**config.mk**
```make
export PLATFORM = sky130hd
export DESIGN_NAME = ivam_vector_map
export DESIGN_NICKNAME = d
export VERILOG_FILES = /design/src/design/ivam_pkg.sv /design/src/design/ivam_prio.sv /design/src/design/ivam_vector_map.sv
export VERILOG_INCLUDE_DIRS = /design/src /design/src/design
export SDC_FILE = /design/constraint.sdc
export NUM_CORES = 1
export LEC_CHECK = 0
export ABC_CLOCK_PERIOD_IN_PS = 1900
export BUFFER_PORTS_ARGS = -buffer_cell sky130_fd_sc_hd__buf_2
export CELL_PAD_IN_SITES_DETAIL_PLACEMENT = 1
export CELL_PAD_IN_SITES_GLOBAL_PLACEMENT = 2
export CORE_UTILIZATION = 19
export DETAILED_ROUTE_END_ITERATION = 16
export GPL_TIMING_DRIVEN = 1
export PLACE_DENSITY_LB_ADDON = 0.1
export RECOVER_POWER = 100
export SLEW_MARGIN = 5
export SYNTH_ARGS = -nofsm -noshare
export SYNTH_HDL_FRONTEND = slang
export SYNTH_SLANG_ARGS = --single-unit
```
**constraint.sdc**
```tcl
create_clock -name clock -period 1.9 [get_ports clock]
set_input_delay 0.38 -clock clock [delete_from_list [all_inputs] [get_ports clock]]
set_output_delay 0.38 -clock clock [all_outputs]
set_load 0.005 [all_outputs]
```
**src/design/ivam_map.svh**
```systemverilog
// Purpose: constants for the interrupt vector address map
// Assumes: word addresses into program flash
// Notes: vectors two words apart, one jump per slot
`ifndef IVAM_MAP_SVH
`define IVAM_MAP_SVH
`define IVAM_ADDR_W 13
`define IVAM_NUM_IRQ 25
`define IVAM_RESET_ADDR 13'h0000
`define IVAM_BOOT_START 13'h0c00
`define IVAM_FUSE_PROGRAMMED 1'h0
`define IVAM_SLOT_WORDS 2
`endif

```
**src/design/ivam_pkg.sv**
```systemverilog
// Purpose: types for the interrupt vector address map
// Assumes: ivam_map.svh holds the numbers
// Notes: irq index 0 is vector number 2
`include "ivam_map.svh"
package ivam_pkg;
  typedef logic [`IVAM_ADDR_W-1:0] ivam_addr_t;
  typedef struct packed {
    logic valid;
    logic isReset;
    logic [4:0] index;
    ivam_addr_t addr;
  } ivam_vec_t;
  typedef enum logic [1:0] {
    IVAM_ST_BOOT = 2'b00,
    IVAM_ST_RUN = 2'b01
  } ivam_state_t;
endpackage

```
**src/design/ivam_prio.sv**
```systemverilog
// Purpose: fixed-priority pick of the lowest pending request
// Assumes: request bit 0 is the highest priority
// Notes: combinational, registered by the caller
`timescale 1ns/100ps
module ivam_prio #(
  parameter int N = 25
) (
  input wire logic [N-1:0] req,
  output logic any,
  output logic [4:0] idx
);
  always_comb begin
    any = 1'b0;
    idx = 5'h00;
    for (int i = N - 1; i >= 0; i--) begin
      if (req[i]) begin
        any = 1'b1;
        idx = 5'(i);
      end
    end
  end
endmodule // ivam_prio

```
**src/design/ivam_vector_map.sv**
```systemverilog
// Purpose: vector address generation for reset and interrupts
// Assumes: core pulses a request and takes the address one cycle later
// Notes: fuse and select bit are levels from the same clock domain
`timescale 1ns/100ps
`include "ivam_map.svh"

// Contract
// RQ1 - reset starts at 0x0000 unless relocated
// RQ2 - external requests to 0x0002 and 0x0004
// RQ3 - pin change and watchdog to 0x0006-0x000C
// RQ4 - timer two events to 0x000E-0x0012
// RQ5 - timer one events to 0x0014-0x001A
// RQ6 - timer zero events to 0x001C-0x0020
// RQ7 - serial peripheral done to 0x0022
// RQ8 - serial port events to 0x0024-0x0028
// RQ9 - remaining five sources to 0x002A-0x0032
// RQ10 - programmed fuse starts reset at 0x0C00
// RQ11 - fuse plus select moves vectors too
// RQ12 - software sets select before enabling interrupts
// RQ13 - select adds boot start to vectors
// RQ14 - fuse one unprogrammed, zero programmed
// RQ15 - lowest vector number wins
// RQ16 - address is base plus twice (index plus one)
module ivam_vector_map import ivam_pkg::*; #(
  parameter int NUM_IRQ = `IVAM_NUM_IRQ
) (
  input wire logic clock,
  input wire logic rst,
  input wire logic boot_reset_fuse,
  input wire logic vector_select_bit,
  input wire logic [NUM_IRQ-1:0] irqPending,
  input wire logic irqAck,
  output ivam_vec_t vecOut
);
  // ----------------------------------------
  // priority pick
  // ----------------------------------------
  logic anyReq;
  logic [4:0] pickIdx;

  ivam_prio #(.N(NUM_IRQ)) ivam_prio_i (
    .req(irqPending),
    .any(anyReq),
    .idx(pickIdx)
  ); // [RQ15]

  // ----------------------------------------
  // address formation
  // ----------------------------------------
  ivam_state_t state_q, state_d;
  ivam_vec_t vec_q, vec_d;
  ivam_addr_t resetAddr;
  ivam_addr_t vecBase;
  ivam_addr_t slotOff;

  always_comb begin
    // programmed fuse reads as zero
    resetAddr = (boot_reset_fuse == `IVAM_FUSE_PROGRAMMED) ?
      `IVAM_BOOT_START : `IVAM_RESET_ADDR; // [RQ1] [RQ10] [RQ14]
    // select bit alone moves only the vectors, not reset
    vecBase = vector_select_bit ? `IVAM_BOOT_START : `IVAM_RESET_ADDR; // [RQ11] [RQ13]
    // index 0 is vector 2, so slot is index plus one
    slotOff = `IVAM_ADDR_W'((32'(pickIdx) + 1) * `IVAM_SLOT_WORDS); // [RQ16]
  end

  always_comb begin
    state_d = state_q;
    vec_d = vec_q;
    vec_d.valid = 1'b0;
    case (state_q)
      IVAM_ST_BOOT: begin
        vec_d.valid = 1'b1;
        vec_d.isReset = 1'b1;
        vec_d.index = 5'h00;
        vec_d.addr = resetAddr; // [RQ1] [RQ10]
        state_d = IVAM_ST_RUN;
      end
      IVAM_ST_RUN: begin
        // relocation while enabled is the software's hazard
        if (irqAck && anyReq) begin // [RQ12]
          vec_d.valid = 1'b1;
          vec_d.isReset = 1'b0;
          vec_d.index = pickIdx;
          vec_d.addr = vecBase + slotOff; // [RQ2] [RQ3] [RQ4] [RQ5] [RQ6] [RQ7] [RQ8] [RQ9]
        end
      end
      default: state_d = IVAM_ST_BOOT;
    endcase
  end

  always_ff @(posedge clock) begin
    if (rst) begin
      state_q <= IVAM_ST_BOOT;
      vec_q <= '0;
    end else begin
      state_q <= state_d;
      vec_q <= vec_d;
    end
  end

  assign vecOut = vec_q;

  // ----------------------------------------
  // checks
  // ----------------------------------------
  // a take on the low table or on the boot side, as sampled at the edge
  logic lowTake;
  logic highTake;

  assign lowTake = (state_q == IVAM_ST_RUN) && irqAck && !vector_select_bit;
  assign highTake = (state_q == IVAM_ST_RUN) && irqAck && vector_select_bit;

  a_reset_low: assert property (@(posedge clock) rst |=> (vecOut == '0)) // [RQ1]
    else $error("output not cleared by reset");
  a_reset_addr: assert property (@(posedge clock) // [RQ1]
    ($past(rst) && !rst && boot_reset_fuse) |=> (vecOut.valid && vecOut.addr == 13'h0000))
    else $error("reset vector not at zero");
  a_sel_reset: assert property (@(posedge clock) // [RQ1]
    ($past(rst) && !rst && boot_reset_fuse && vector_select_bit) |=>
    (vecOut.isReset && vecOut.addr == 13'h0000)) else $error("select moved reset vector");
  a_boot_reset: assert property (@(posedge clock) // [RQ10] [RQ14]
    ($past(rst) && !rst && !boot_reset_fuse) |=> (vecOut.isReset && vecOut.addr == 13'h0c00))
    else $error("boot reset vector wrong");
  a_boot_once: assert property (@(posedge clock) disable iff (rst) // [RQ1]
    (state_q == IVAM_ST_BOOT) |=> (state_q == IVAM_ST_RUN && vecOut.valid && vecOut.isReset))
    else $error("boot cycle not a single reset fetch");
  a_fields_hold: assert property (@(posedge clock) disable iff (rst) // [RQ16]
    (!vecOut.valid && !$past(rst)) |-> ($stable(vecOut.addr) && $stable(vecOut.index)))
    else $error("vector fields moved without a take");
  a_ext_zero: assert property (@(posedge clock) disable iff (rst) // [RQ2]
    (lowTake && irqPending[0]) |=> (vecOut.valid && vecOut.addr == 13'h0002))
    else $error("irq zero wrong");
  a_ext_one: assert property (@(posedge clock) disable iff (rst) // [RQ2] [RQ15]
    (lowTake && irqPending[1:0] == 2'h2) |=> (vecOut.valid && vecOut.addr == 13'h0004))
    else $error("irq one wrong");
  a_prio_low: assert property (@(posedge clock) disable iff (rst) // [RQ15]
    (state_q == IVAM_ST_RUN && irqAck && irqPending[4:0] == 5'h10) |=> (vecOut.index == 5'h04))
    else $error("lowest request not served first");

  // ----------------------------------------
  // table slots, literal addresses kept apart from the formula
  // ----------------------------------------
  a_pin_zero: assert property (@(posedge clock) disable iff (rst) // [RQ3]
    (lowTake && irqPending == 25'h0000004) |=> (vecOut.valid && vecOut.addr == 13'h0006))
    else $error("pin change zero vector wrong");
  a_pin_one: assert property (@(posedge clock) disable iff (rst) // [RQ3]
    (lowTake && irqPending == 25'h0000008) |=> (vecOut.valid && vecOut.addr == 13'h0008))
    else $error("pin change one vector wrong");
  a_pin_two: assert property (@(posedge clock) disable iff (rst) // [RQ3]
    (lowTake && irqPending == 25'h0000010) |=> (vecOut.valid && vecOut.addr == 13'h000a))
    else $error("pin change two vector wrong");
  a_watchdog_slot: assert property (@(posedge clock) disable iff (rst) // [RQ3]
    (lowTake && irqPending == 25'h0000020) |=> (vecOut.valid && vecOut.addr == 13'h000c))
    else $error("watchdog vector wrong");
  a_two_match_a: assert property (@(posedge clock) disable iff (rst) // [RQ4]
    (lowTake && irqPending == 25'h0000040) |=> (vecOut.valid && vecOut.addr == 13'h000e))
    else $error("timer two match a vector wrong");
  a_two_match_b: assert property (@(posedge clock) disable iff (rst) // [RQ4]
    (lowTake && irqPending == 25'h0000080) |=> (vecOut.valid && vecOut.addr == 13'h0010))
    else $error("timer two match b vector wrong");
  a_two_wrap: assert property (@(posedge clock) disable iff (rst) // [RQ4]
    (lowTake && irqPending == 25'h0000100) |=> (vecOut.valid && vecOut.addr == 13'h0012))
    else $error("timer two overflow vector wrong");
  a_one_capture: assert property (@(posedge clock) disable iff (rst) // [RQ5]
    (lowTake && irqPending == 25'h0000200) |=> (vecOut.valid && vecOut.addr == 13'h0014))
    else $error("timer one capture vector wrong");
  a_one_match_a: assert property (@(posedge clock) disable iff (rst) // [RQ5]
    (lowTake && irqPending == 25'h0000400) |=> (vecOut.valid && vecOut.addr == 13'h0016))
    else $error("timer one match a vector wrong");
  a_one_match_b: assert property (@(posedge clock) disable iff (rst) // [RQ5]
    (lowTake && irqPending == 25'h0000800) |=> (vecOut.valid && vecOut.addr == 13'h0018))
    else $error("timer one match b vector wrong");
  a_one_wrap: assert property (@(posedge clock) disable iff (rst) // [RQ5]
    (lowTake && irqPending == 25'h0001000) |=> (vecOut.valid && vecOut.addr == 13'h001a))
    else $error("timer one overflow vector wrong");
  a_zero_match_a: assert property (@(posedge clock) disable iff (rst) // [RQ6]
    (lowTake && irqPending == 25'h0002000) |=> (vecOut.valid && vecOut.addr == 13'h001c))
    else $error("timer zero match a vector wrong");
  a_zero_match_b: assert property (@(posedge clock) disable iff (rst) // [RQ6]
    (lowTake && irqPending == 25'h0004000) |=> (vecOut.valid && vecOut.addr == 13'h001e))
    else $error("timer zero match b vector wrong");
  a_zero_wrap: assert property (@(posedge clock) disable iff (rst) // [RQ6]
    (lowTake && irqPending == 25'h0008000) |=> (vecOut.valid && vecOut.addr == 13'h0020))
    else $error("timer zero overflow vector wrong");
  a_spi_done: assert property (@(posedge clock) disable iff (rst) // [RQ7]
    (lowTake && irqPending == 25'h0010000) |=> (vecOut.valid && vecOut.addr == 13'h0022))
    else $error("serial peripheral vector wrong");
  a_rx_done: assert property (@(posedge clock) disable iff (rst) // [RQ8]
    (lowTake && irqPending == 25'h0020000) |=> (vecOut.valid && vecOut.addr == 13'h0024))
    else $error("receive complete vector wrong");
  a_tx_empty: assert property (@(posedge clock) disable iff (rst) // [RQ8]
    (lowTake && irqPending == 25'h0040000) |=> (vecOut.valid && vecOut.addr == 13'h0026))
    else $error("transmit buffer empty vector wrong");
  a_tx_done: assert property (@(posedge clock) disable iff (rst) // [RQ8]
    (lowTake && irqPending == 25'h0080000) |=> (vecOut.valid && vecOut.addr == 13'h0028))
    else $error("transmit complete vector wrong");
  a_conv_done: assert property (@(posedge clock) disable iff (rst) // [RQ9]
    (lowTake && irqPending == 25'h0100000) |=> (vecOut.valid && vecOut.addr == 13'h002a))
    else $error("conversion complete vector wrong");
  a_eeprom_ready: assert property (@(posedge clock) disable iff (rst) // [RQ9]
    (lowTake && irqPending == 25'h0200000) |=> (vecOut.valid && vecOut.addr == 13'h002c))
    else $error("eeprom ready vector wrong");
  a_comparator_slot: assert property (@(posedge clock) disable iff (rst) // [RQ9]
    (lowTake && irqPending == 25'h0400000) |=> (vecOut.valid && vecOut.addr == 13'h002e))
    else $error("comparator vector wrong");
  a_two_wire: assert property (@(posedge clock) disable iff (rst) // [RQ9]
    (lowTake && irqPending == 25'h0800000) |=> (vecOut.valid && vecOut.addr == 13'h0030))
    else $error("two wire vector wrong");
  a_last_slot: assert property (@(posedge clock) disable iff (rst) // [RQ9]
    (lowTake && irqPending == 25'h1000000) |=> (vecOut.valid && vecOut.addr == 13'h0032))
    else $error("last vector wrong");

  // ----------------------------------------
  // relocation and spacing
  // ----------------------------------------
  a_boot_keep_low: assert property (@(posedge clock) disable iff (rst) // [RQ10]
    (lowTake && !boot_reset_fuse && irqPending[0]) |=> (vecOut.addr == 13'h0002))
    else $error("fuse moved the vectors");
  a_boot_vectors: assert property (@(posedge clock) disable iff (rst) // [RQ11] [RQ13]
    (highTake && irqPending[0]) |=> (vecOut.valid && vecOut.addr == 13'h0c02))
    else $error("relocated vector wrong");
  a_boot_last: assert property (@(posedge clock) disable iff (rst) // [RQ13]
    (highTake && irqPending == 25'h1000000) |=> (vecOut.valid && vecOut.addr == 13'h0c32))
    else $error("relocated last vector wrong");
  a_slot_form: assert property (@(posedge clock) disable iff (rst) // [RQ16]
    (vecOut.valid && !vecOut.isReset) |->
    (vecOut.addr[5:0] == 6'((vecOut.index + 6'h01) * 2))) else $error("slot spacing");
  a_no_idle: assert property (@(posedge clock) disable iff (rst) // [RQ15]
    (state_q == IVAM_ST_RUN && !(irqAck && |irqPending)) |=> !vecOut.valid)
    else $error("spurious vector");
endmodule // ivam_vector_map

```
==> results of run 1 <==
## worst max-delay path, stage by stage
cell	delay, ps
buf_8	100
nor2_4	90
o21ai_2	70
a2111oi_4	360
o21ai_2	110
a211oi_2	280
ha_2	240
nand3_2	70
nor2_1	110
nand3_1	70
a21oi_1	120
## kinds of logic after synthesis
group / synth area share
AND/OR/NAND/NOR: 0.320
AO/OA/AOI/OAI: 0.225
flip-flops: 0.340
buffers and inverters: 0.0765
XOR/XNOR: 0.0198
adder cells (fa/ha/maj): 0.0142
other: 0.00425
## cell type report
cell class | instances | share of cell area
tap | 52 | 0.0452
timing repair buffer | 67 | 0.277
multi-input combinational | 96 | 0.424
sequential | 15 | 0.209
inverter | 5 | 0.0130
clock buffer | 4 | 0.0313
## flip-flops by register name (all words and copies together), names as in the netlist
name and count:
vecOut 14, state_q 1
## cell usage after synthesis, drive strengths merged, types with 2 or more instances
cell | n | area share
nor2 | 9 | 0.038
nor2b | 4 | 0.028
dfxtp | 15 | 0.34
inv | 5 | 0.021
buf | 6 | 0.051
nand2 | 20 | 0.085
nand3 | 3 | 0.017
a21oi | 15 | 0.085
a31oi | 2 | 0.014
xnor2 | 2 | 0.020
or4 | 2 | 0.018
nor3 | 8 | 0.045
o21ai | 8 | 0.045
nor4 | 7 | 0.067
## final timing paths
| kind | startpoint | end | slack, ps | depth (start not counted) |
|---|---|---|---|---|
| hold / removal | rst | state_q[0] | 380 | 2 |
| hold reg to reg | vecOut[13] | vecOut[13] | 460 | 2 |
| setup reg to reg | state_q[0] | vecOut[3] | 710 | 3 |
| setup / recovery | irqPending[20] | vecOut[5] | 90 | 11 |
## routing by layer
| metal | part of all wire | up-vias |
|---|---|---|
| li1 | - | 555 |
| met1 | 0.46 | 500 |
| met2 | 0.48 | 32 |
| met5 | 0 | - |
| met4 | 0.0073 | 0 |
| met3 | 0.051 | 2 |
## through the flow
stage / util / hold slack, ps
6_report: 0.326 / 376
5_1_grt: 0.326 / 375
4_1_cts: 0.308 / 365
3_5_place_dp: 0.298 / 452
3_3_place_gp: 0.298 / 442
2_1_floorplan: - / 447
## power groups by stage
| stage | logic (mW) | registers [mW] | clock network, mW |
|---|---|---|---|
| after floorplan | 0.0638 | 0.340 | 0 |
| after global placement | 0.153 | 0.339 | 0 |
| after detailed placement | 0.156 | 0.340 | 0 |
| after CTS | 0.157 | 0.333 | 0.264 |
| after global routing | 0.189 | 0.334 | 0.281 |
| final | 0.170 | 0.333 | 0.253 |
## timing repair
action | 4_1_cts | 5_1_grt
resized for setup | 0 | 19
pin swaps | 1 | 11
setup endpoints to repair | 1 | 2
buffers inserted | 0 | 1
==> impl_metrics.ini, run 1 <==
[status]
status = finished clean

[finish]
nNetsFinal = 219
stdcell_area_sq_um = 1440
drive_gt1_frac = 0.433
final_common_cell = buf_2
multi_input_area_sq_um = 611
fin_cells = 239
final_cell_mix = buf_2, buf_4, nand2_1
diodes = 0
area_growth_pct = 62.9
final.fill_count = 561
seqCellArea_sq_um = 300

[global_routing]
grt_use_met2 = 0.199
first_global_vias = 1053
grt.busiest_layer = met2
overflow = 0
antenna_found_initial = 0
grt_pass1_wl_um = 4600
grt_usage = 0.116
grtUsageMet1 = 0.144
grt_use_met3 = 0.0332
grt_max_degree = 13

[route]
drt-total-wl_um = 2860
drt_iter0_drc = 16
vias_per_cell = 4.56
wl_per_cell_um = 12.0
via_count = 1089
drc = 0
final_antenna_net_count = 0
drt_pre_antenna_iters = 4

[timing]
fin_crit_sh = 0.955
maxSlewViolCount = 0
fin_setup_tns_ps = 0
fmax_ghz = 0.551
setup_ws_ps = 86.0
finalHoldViolCount = 0
rsz0062_at_grt = true
period_needed_ps = 1810
finalSetupViolations = 0
fin_skew_ps = 2.60

[cts]
root_buffer = clkbuf_8
insertion_delay_ps = 240
cts_buffer_depth = 2
cts_tree = built
cts_hold_buffers = 0
cts_max_level = 1
numCtsBuffers = 3
path_clk_slew_ps = 60
clkSinkCount = 15

[floorplanning]
die_h_um = 70.2
die_w_um = 70.2
die_area_sq_um = 4930
initial_utilization = 0.200
core_sq_um = 4410
io_pins = 50
num_rows = 24

[worst_hold_path]
hp-class = input pin to flip-flop

[power_and_ir_drop]
power_leakage_nw = 0.609
swShare = 0.264
switchingPower_mw = 0.200
combPwrFrac = 0.224
p_seq_frac = 0.441
vdd_drop_max_v = 0.000213
power.density_nw_per_um2 = 525
p_int_mw = 0.556
p_total_mw = 0.756
p_clk_frac = 0.335

[synthesis]
syn-instance-count = 119
yosysSeqAreaShare = 0.340
synth_warnings = 0
syn_area_per_cell_sq_um = 7.42
ys_seq_elements = 15
yosysUniqueCellTypes = 30
synthArstFlopShare = 0
synthFlopType = dfxtp_1
synth_area_sq_um = 883
synth_edf_count = 0

[place]
post_dp_cell_area_sq_um = 1320
io_buffer_count = 44
dp_hpwl_um = 2360
place.gp.congestion = 0.760
dp_cells = 234
dp_slack_ps = -292

[worst_setup_path]
crit_required_ps = 2080
startpoint_type = input pin
crit_type = input pin to flip-flop
worstPathArrival_ps = 1990
worstPathMaxFanout = 3
cp-end-kind = flip-flop

[job]
maxCapViolations = 0
No activity file was read; power rests on OpenSTA's default activity.
==> run 2: changes to the inputs <==
CELL_PAD_IN_SITES_DETAIL_PLACEMENT = not set   (was 1)
CELL_PAD_IN_SITES_GLOBAL_PLACEMENT = not set   (was 2)
CORE_UTILIZATION = 39   (was 19)
PLACE_DENSITY = 0.75   (was not set)
PLACE_DENSITY_LB_ADDON = not set   (was 0.1)
==> impl_metrics.ini, run 2 (synthesis results as in run 1) <==
[worst_setup_path]
startpoint_type = input pin
crit_type = input pin to flip-flop
rrSetupSlack_ps = 700
worstPathMaxFanout = 2
cp-end-kind = flip-flop
reg2reg_to = vecOut[3]
crit_required_ps = 2120
ff2ff_path_depth = 3
timing.rr.start = state_q[0]
worstPathArrival_ps = 2010

[place]
io_buffer_count = 44
place.gp.congestion = 0.915
post_dp_cell_area_sq_um = 1310
dp_cells = 212
dp_slack_ps = -276
dp_hpwl_um = 1880

[finish]
drive_gt1_frac = 0.402
largest_reg_flops = 14
final.fill_count = 192
fin_cells = 216
final_util = 0.673
area_growth_pct = 55.5
final_cell_mix = buf_2, buf_4, nand2_1
nNetsFinal = 221
stdcell_area_sq_um = 1370
final_common_cell = buf_2
diodes = 0

[route]
via_count = 1116
met3_length_um = 121
highest_layer = met4
drt_pre_antenna_iters = 5
drt_iter0_drc = 19
vias_per_cell = 5.17
final_antenna_net_count = 0
drt-total-wl_um = 2430
met2_length_um = 1210
wl_per_cell_um = 11.3
wl_met1_um = 1070
drc = 0

[timing]
whs_ps = 329
fin_crit_sh = 0.944
period_needed_ps = 1790
fin_skew_ps = 2.25
rsz0062_at_grt = true
finalSetupViolations = 0
fin_setup_tns_ps = 0
tightest_slew_ps = 702
finalHoldViolCount = 0
max_slew_margin = 0.532
fmax_ghz = 0.558
setup_ws_ps = 107
maxSlewViolCount = 0

[power_and_ir_drop]
p_clk_frac = 0.261
p_int_mw = 0.492
vdd_drop_max_v = 0.000529
power.density_nw_per_um2 = 492
p_seq_frac = 0.492
swShare = 0.272
power_leakage_nw = 0.594
switchingPower_mw = 0.184
combPwrFrac = 0.247
p_total_mw = 0.675

[global_routing]
grt_usage = 0.211
antenna_found_initial = 0
first_global_vias = 1057
grt_max_degree = 12
grt_pass1_wl_um = 4160
overflow = 0

[cts]
cts_max_level = 1
numCtsBuffers = 3
cts_buffer_depth = 2
cts_setup_buffers = 0
insertion_delay_ps = 280
path_clk_slew_ps = 80
root_buffer = clkbuf_4
cts_tree = built
clkSinkCount = 15

[floorplanning]
core_sq_um = 2040
die_w_um = 49.6
die_h_um = 49.6
io_pins = 50
num_rows = 16
initial_utilization = 0.433
die_area_sq_um = 2460

[worst_hold_path]
hold_path_end = vecOut[5]
hp-class = input pin to flip-flop
min_path_cells = 2
hp-start = rst

[status]
status = finished clean

[job]
maxCapViolations = 0
[run 2: cell count changes in the layout (fill, tap and decap cells not counted), moves of 2 or more]
cell      previous run  this run
clkbuf_1             7        11
buf_4               21        23
clkbuf_2             2         0
clkbuf_4             1         4
buf_6                1         3
buf_2               35        31
clkbuf_8             3         0
[run 2: layer usage]
| metal | global-route usage | vias to the layer above |
|---|---|---|
| met3 | 0.0556 | 6 |
| met5 | 0 | - |
| met4 | 0.0810 | 0 |
| li1 | - | 565 |
| met1 | 0.240 | 511 |
| met2 | 0.372 | 34 |
[run 2: worst max path at each step]
| stage | from | endpoint | slack (ps) | depth (start not counted) |
|---|---|---|---|---|
| floorplan | irqPending[21] | vecOut[5] | 7 | 10 |
| global route | irqPending[20] | vecOut[5] | -40 | 11 |
| global placement | irqPending[21] | vecOut[5] | -200 | 11 |
| CTS | irqPending[21] | vecOut[5] | 4 | 11 |
| finish | irqPending[20] | vecOut[5] | 110 | 11 |
| detailed placement | irqPending[21] | vecOut[5] | -280 | 11 |
[run 2: cell type report]
type	count	area, sq um	share of cell area
repair buffers	69	422	0.307
clock buffers	4	26.3	0.0191
flip-flops and latches	15	300	0.219
inverters	5	18.8	0.0137
multi-input cells	96	573	0.417
well taps	27	33.8	0.0246
[run 2: worst max-delay path, cell delays in order]
cell and delay [ps]:
buf_6 100, nor2_2 100, o21ai_1 90, a2111oi_2 350, o21ai_2 110, a211oi_2 280, ha_2 250, nand3_2 70
nor2_1 110, nand3_1 70, a21oi_1 110
[run 2: power by group through the flow]
| stage | logic (mW) | registers, mW | clock network [mW] |
|---|---|---|---|
| 2_1_floorplan | 0.0638 | 0.340 | 0 |
| 3_3_place_gp | 0.153 | 0.339 | 0 |
| 3_5_place_dp | 0.156 | 0.339 | 0 |
| 4_1_cts | 0.157 | 0.332 | 0.180 |
| 5_1_grt | 0.185 | 0.334 | 0.203 |
| 6_report | 0.167 | 0.332 | 0.176 |
[run 2: repair_timing]
item / 4_1_cts / 5_1_grt
hold buffers: 0 / 0
resized for setup: 0 / 15
setup endpoints to repair: 0 / 2
==> run 3: changes to the inputs <==
ABC_CLOCK_PERIOD_IN_PS = 2300   (was 1900)
CORE_UTILIZATION = 46   (was 39)
PLACE_DENSITY = 0.83   (was 0.75)
clock period = 2.3 ns   (was 1.9 ns; I/O delays follow)
==> impl_metrics.ini, run 3 (synthesis results as in run 1) <==
[worst_setup_path]
timing.rr.start = state_q[0]
rrSetupSlack_ps = 1120
reg2reg_to = vecOut[4]
ff2ff_path_depth = 3
crit_slowest_cell = a2111oi_1
cp-end-kind = flip-flop
startpoint_type = input pin
crit_chain = clkbuf_2 -> nor2_1 -> o21ai_0 -> a2111oi_1 -> o21ai_1 -> a211oi_1 -> ha_1 -> nand3_1 -> nor2_1 -> nand3_1 -> a21oi_1
cpPeakStageDelay_ps = 420
crit_type = input pin to flip-flop
worstPathArrival_ps = 2260
worstPathMaxFanout = 3
crit_required_ps = 2530

[finish]
fin_cells = 194
final.fill_count = 184
drive_gt1_frac = 0.278
multi_input_area_sq_um = 532
diodes = 0
largest_reg_flops = 14
area_growth_pct = 30.3
final_cell_mix = buf_2, nand2_1, a21oi_1, dfxtp_1, clkbuf_1
seqCellArea_sq_um = 300
final_common_cell = buf_2
nNetsFinal = 201

[route]
drt_pre_antenna_iters = 6
final_antenna_net_count = 0
wl_per_cell_um = 11.0
vias_per_cell = 5.29
via_count = 1026
drt-total-wl_um = 2130
drt_iter0_drc = 14
drc = 0

[cts]
insertion_delay_ps = 290
cts_tree = built
cts_buffer_depth = 2
path_clk_slew_ps = 90
cts_hold_buffers = 0
cts_max_level = 1
clkSinkCount = 15
numCtsBuffers = 3
root_buffer = clkbuf_4

[global_routing]
antenna_found_initial = 0
grt_usage = 0.230
first_global_vias = 878
overflow = 0
grt_max_degree = 13
grt_pass1_wl_um = 3460

[floorplanning]
die_w_um = 45.8
die_h_um = 45.8
initial_utilization = 0.501
die_area_sq_um = 2100
io_pins = 50
num_rows = 15
core_sq_um = 1760

[place]
dp_slack_ps = -64.9
dp_hpwl_um = 1740
dp_cells = 190
io_buffer_count = 44
place.gp.congestion = 0.880

[timing]
fin_crit_sh = 0.883
finalHoldViolCount = 0
fin_skew_ps = 1.03
fmax_ghz = 0.493
tightest_slew_ps = 835
finalSetupViolations = 0
period_needed_ps = 2030
rsz0062_at_grt = false
maxSlewViolCount = 0
whs_ps = 428
setup_ws_ps = 270
fin_setup_tns_ps = 0
max_slew_margin = 0.443

[worst_hold_path]
hold_path_end = state_q[0]
hp-start = rst
min_path_cells = 2
hp-class = input pin to flip-flop

[job]
maxCapViolations = 0

[power_and_ir_drop]
power.density_nw_per_um2 = 464
p_total_mw = 0.534
power_leakage_nw = 0.483
vdd_drop_max_v = 0.000352

[status]
status = finished clean
-- run 3: changes by cell type in the layout (fill, tap and decap cells not counted), sizes merged --
cell    before  now
clkbuf      15   14
buf         58   38
clkinv       0    1
-- run 3: worst max-delay path, delay by kind of cell --
kind | cells | cell delay (ps)
adders and majority gates | 1 | 250
buffers and inverters | 1 | 100
AOI/OAI and AO/OA | 5 | 1090
and+or+nand+nor | 4 | 360
-- run 3: routing by layer --
metal	vias to the layer above	routed length, um	track usage
li1	522	-	-
met1	458	903	0.263
met2	41	1060	0.403
met3	5	123	0.0516
met4	0	44	0.106
met5	-	0	0
-- run 3: area by class of cell --
cell class,instances,share of cell area
Sequential cell,15,0.261
Inverter,5,0.0163
Timing Repair Buffer,49,0.210
Clock inverter,1,0.00435
Multi-Input combinational cell,96,0.462
Clock buffer,3,0.0196
Tap cell,25,0.0272
-- run 3: worst max-delay path by stage --
| stage | from | end | slack (ps) |
|---|---|---|---|
| 2_1_floorplan | irqPending[21] | vecOut[5] | 270 |
| 3_3_place_gp | irqPending[21] | vecOut[5] | 40 |
| 3_5_place_dp | irqPending[21] | vecOut[5] | -60 |
| 4_1_cts | irqPending[21] | vecOut[5] | 220 |
| 5_1_grt | irqPending[21] | vecOut[5] | 20 |
| 6_report | irqPending[21] | vecOut[5] | 270 |
-- run 3: repair_timing --
item,CTS,global route
buffers inserted,0,0
gates resized for setup,0,1
endpoints found under the setup margin,0,1
-- run 3: per-stage QoR --
step	utilization	instance area (sq um)
after detailed placement	0.645	1140
after CTS	0.661	1170
final	0.652	1150
after global placement	0.645	1140
after floorplan	-	898
after global routing	0.652	1150
-- run 3: power by group --
part | internal (mW) | switching [mW]
combinational | 0.0465 | 0.0585
sequential | 0.269 | 0.00560
clock | 0.0648 | 0.0896
total | 0.380 | 0.154
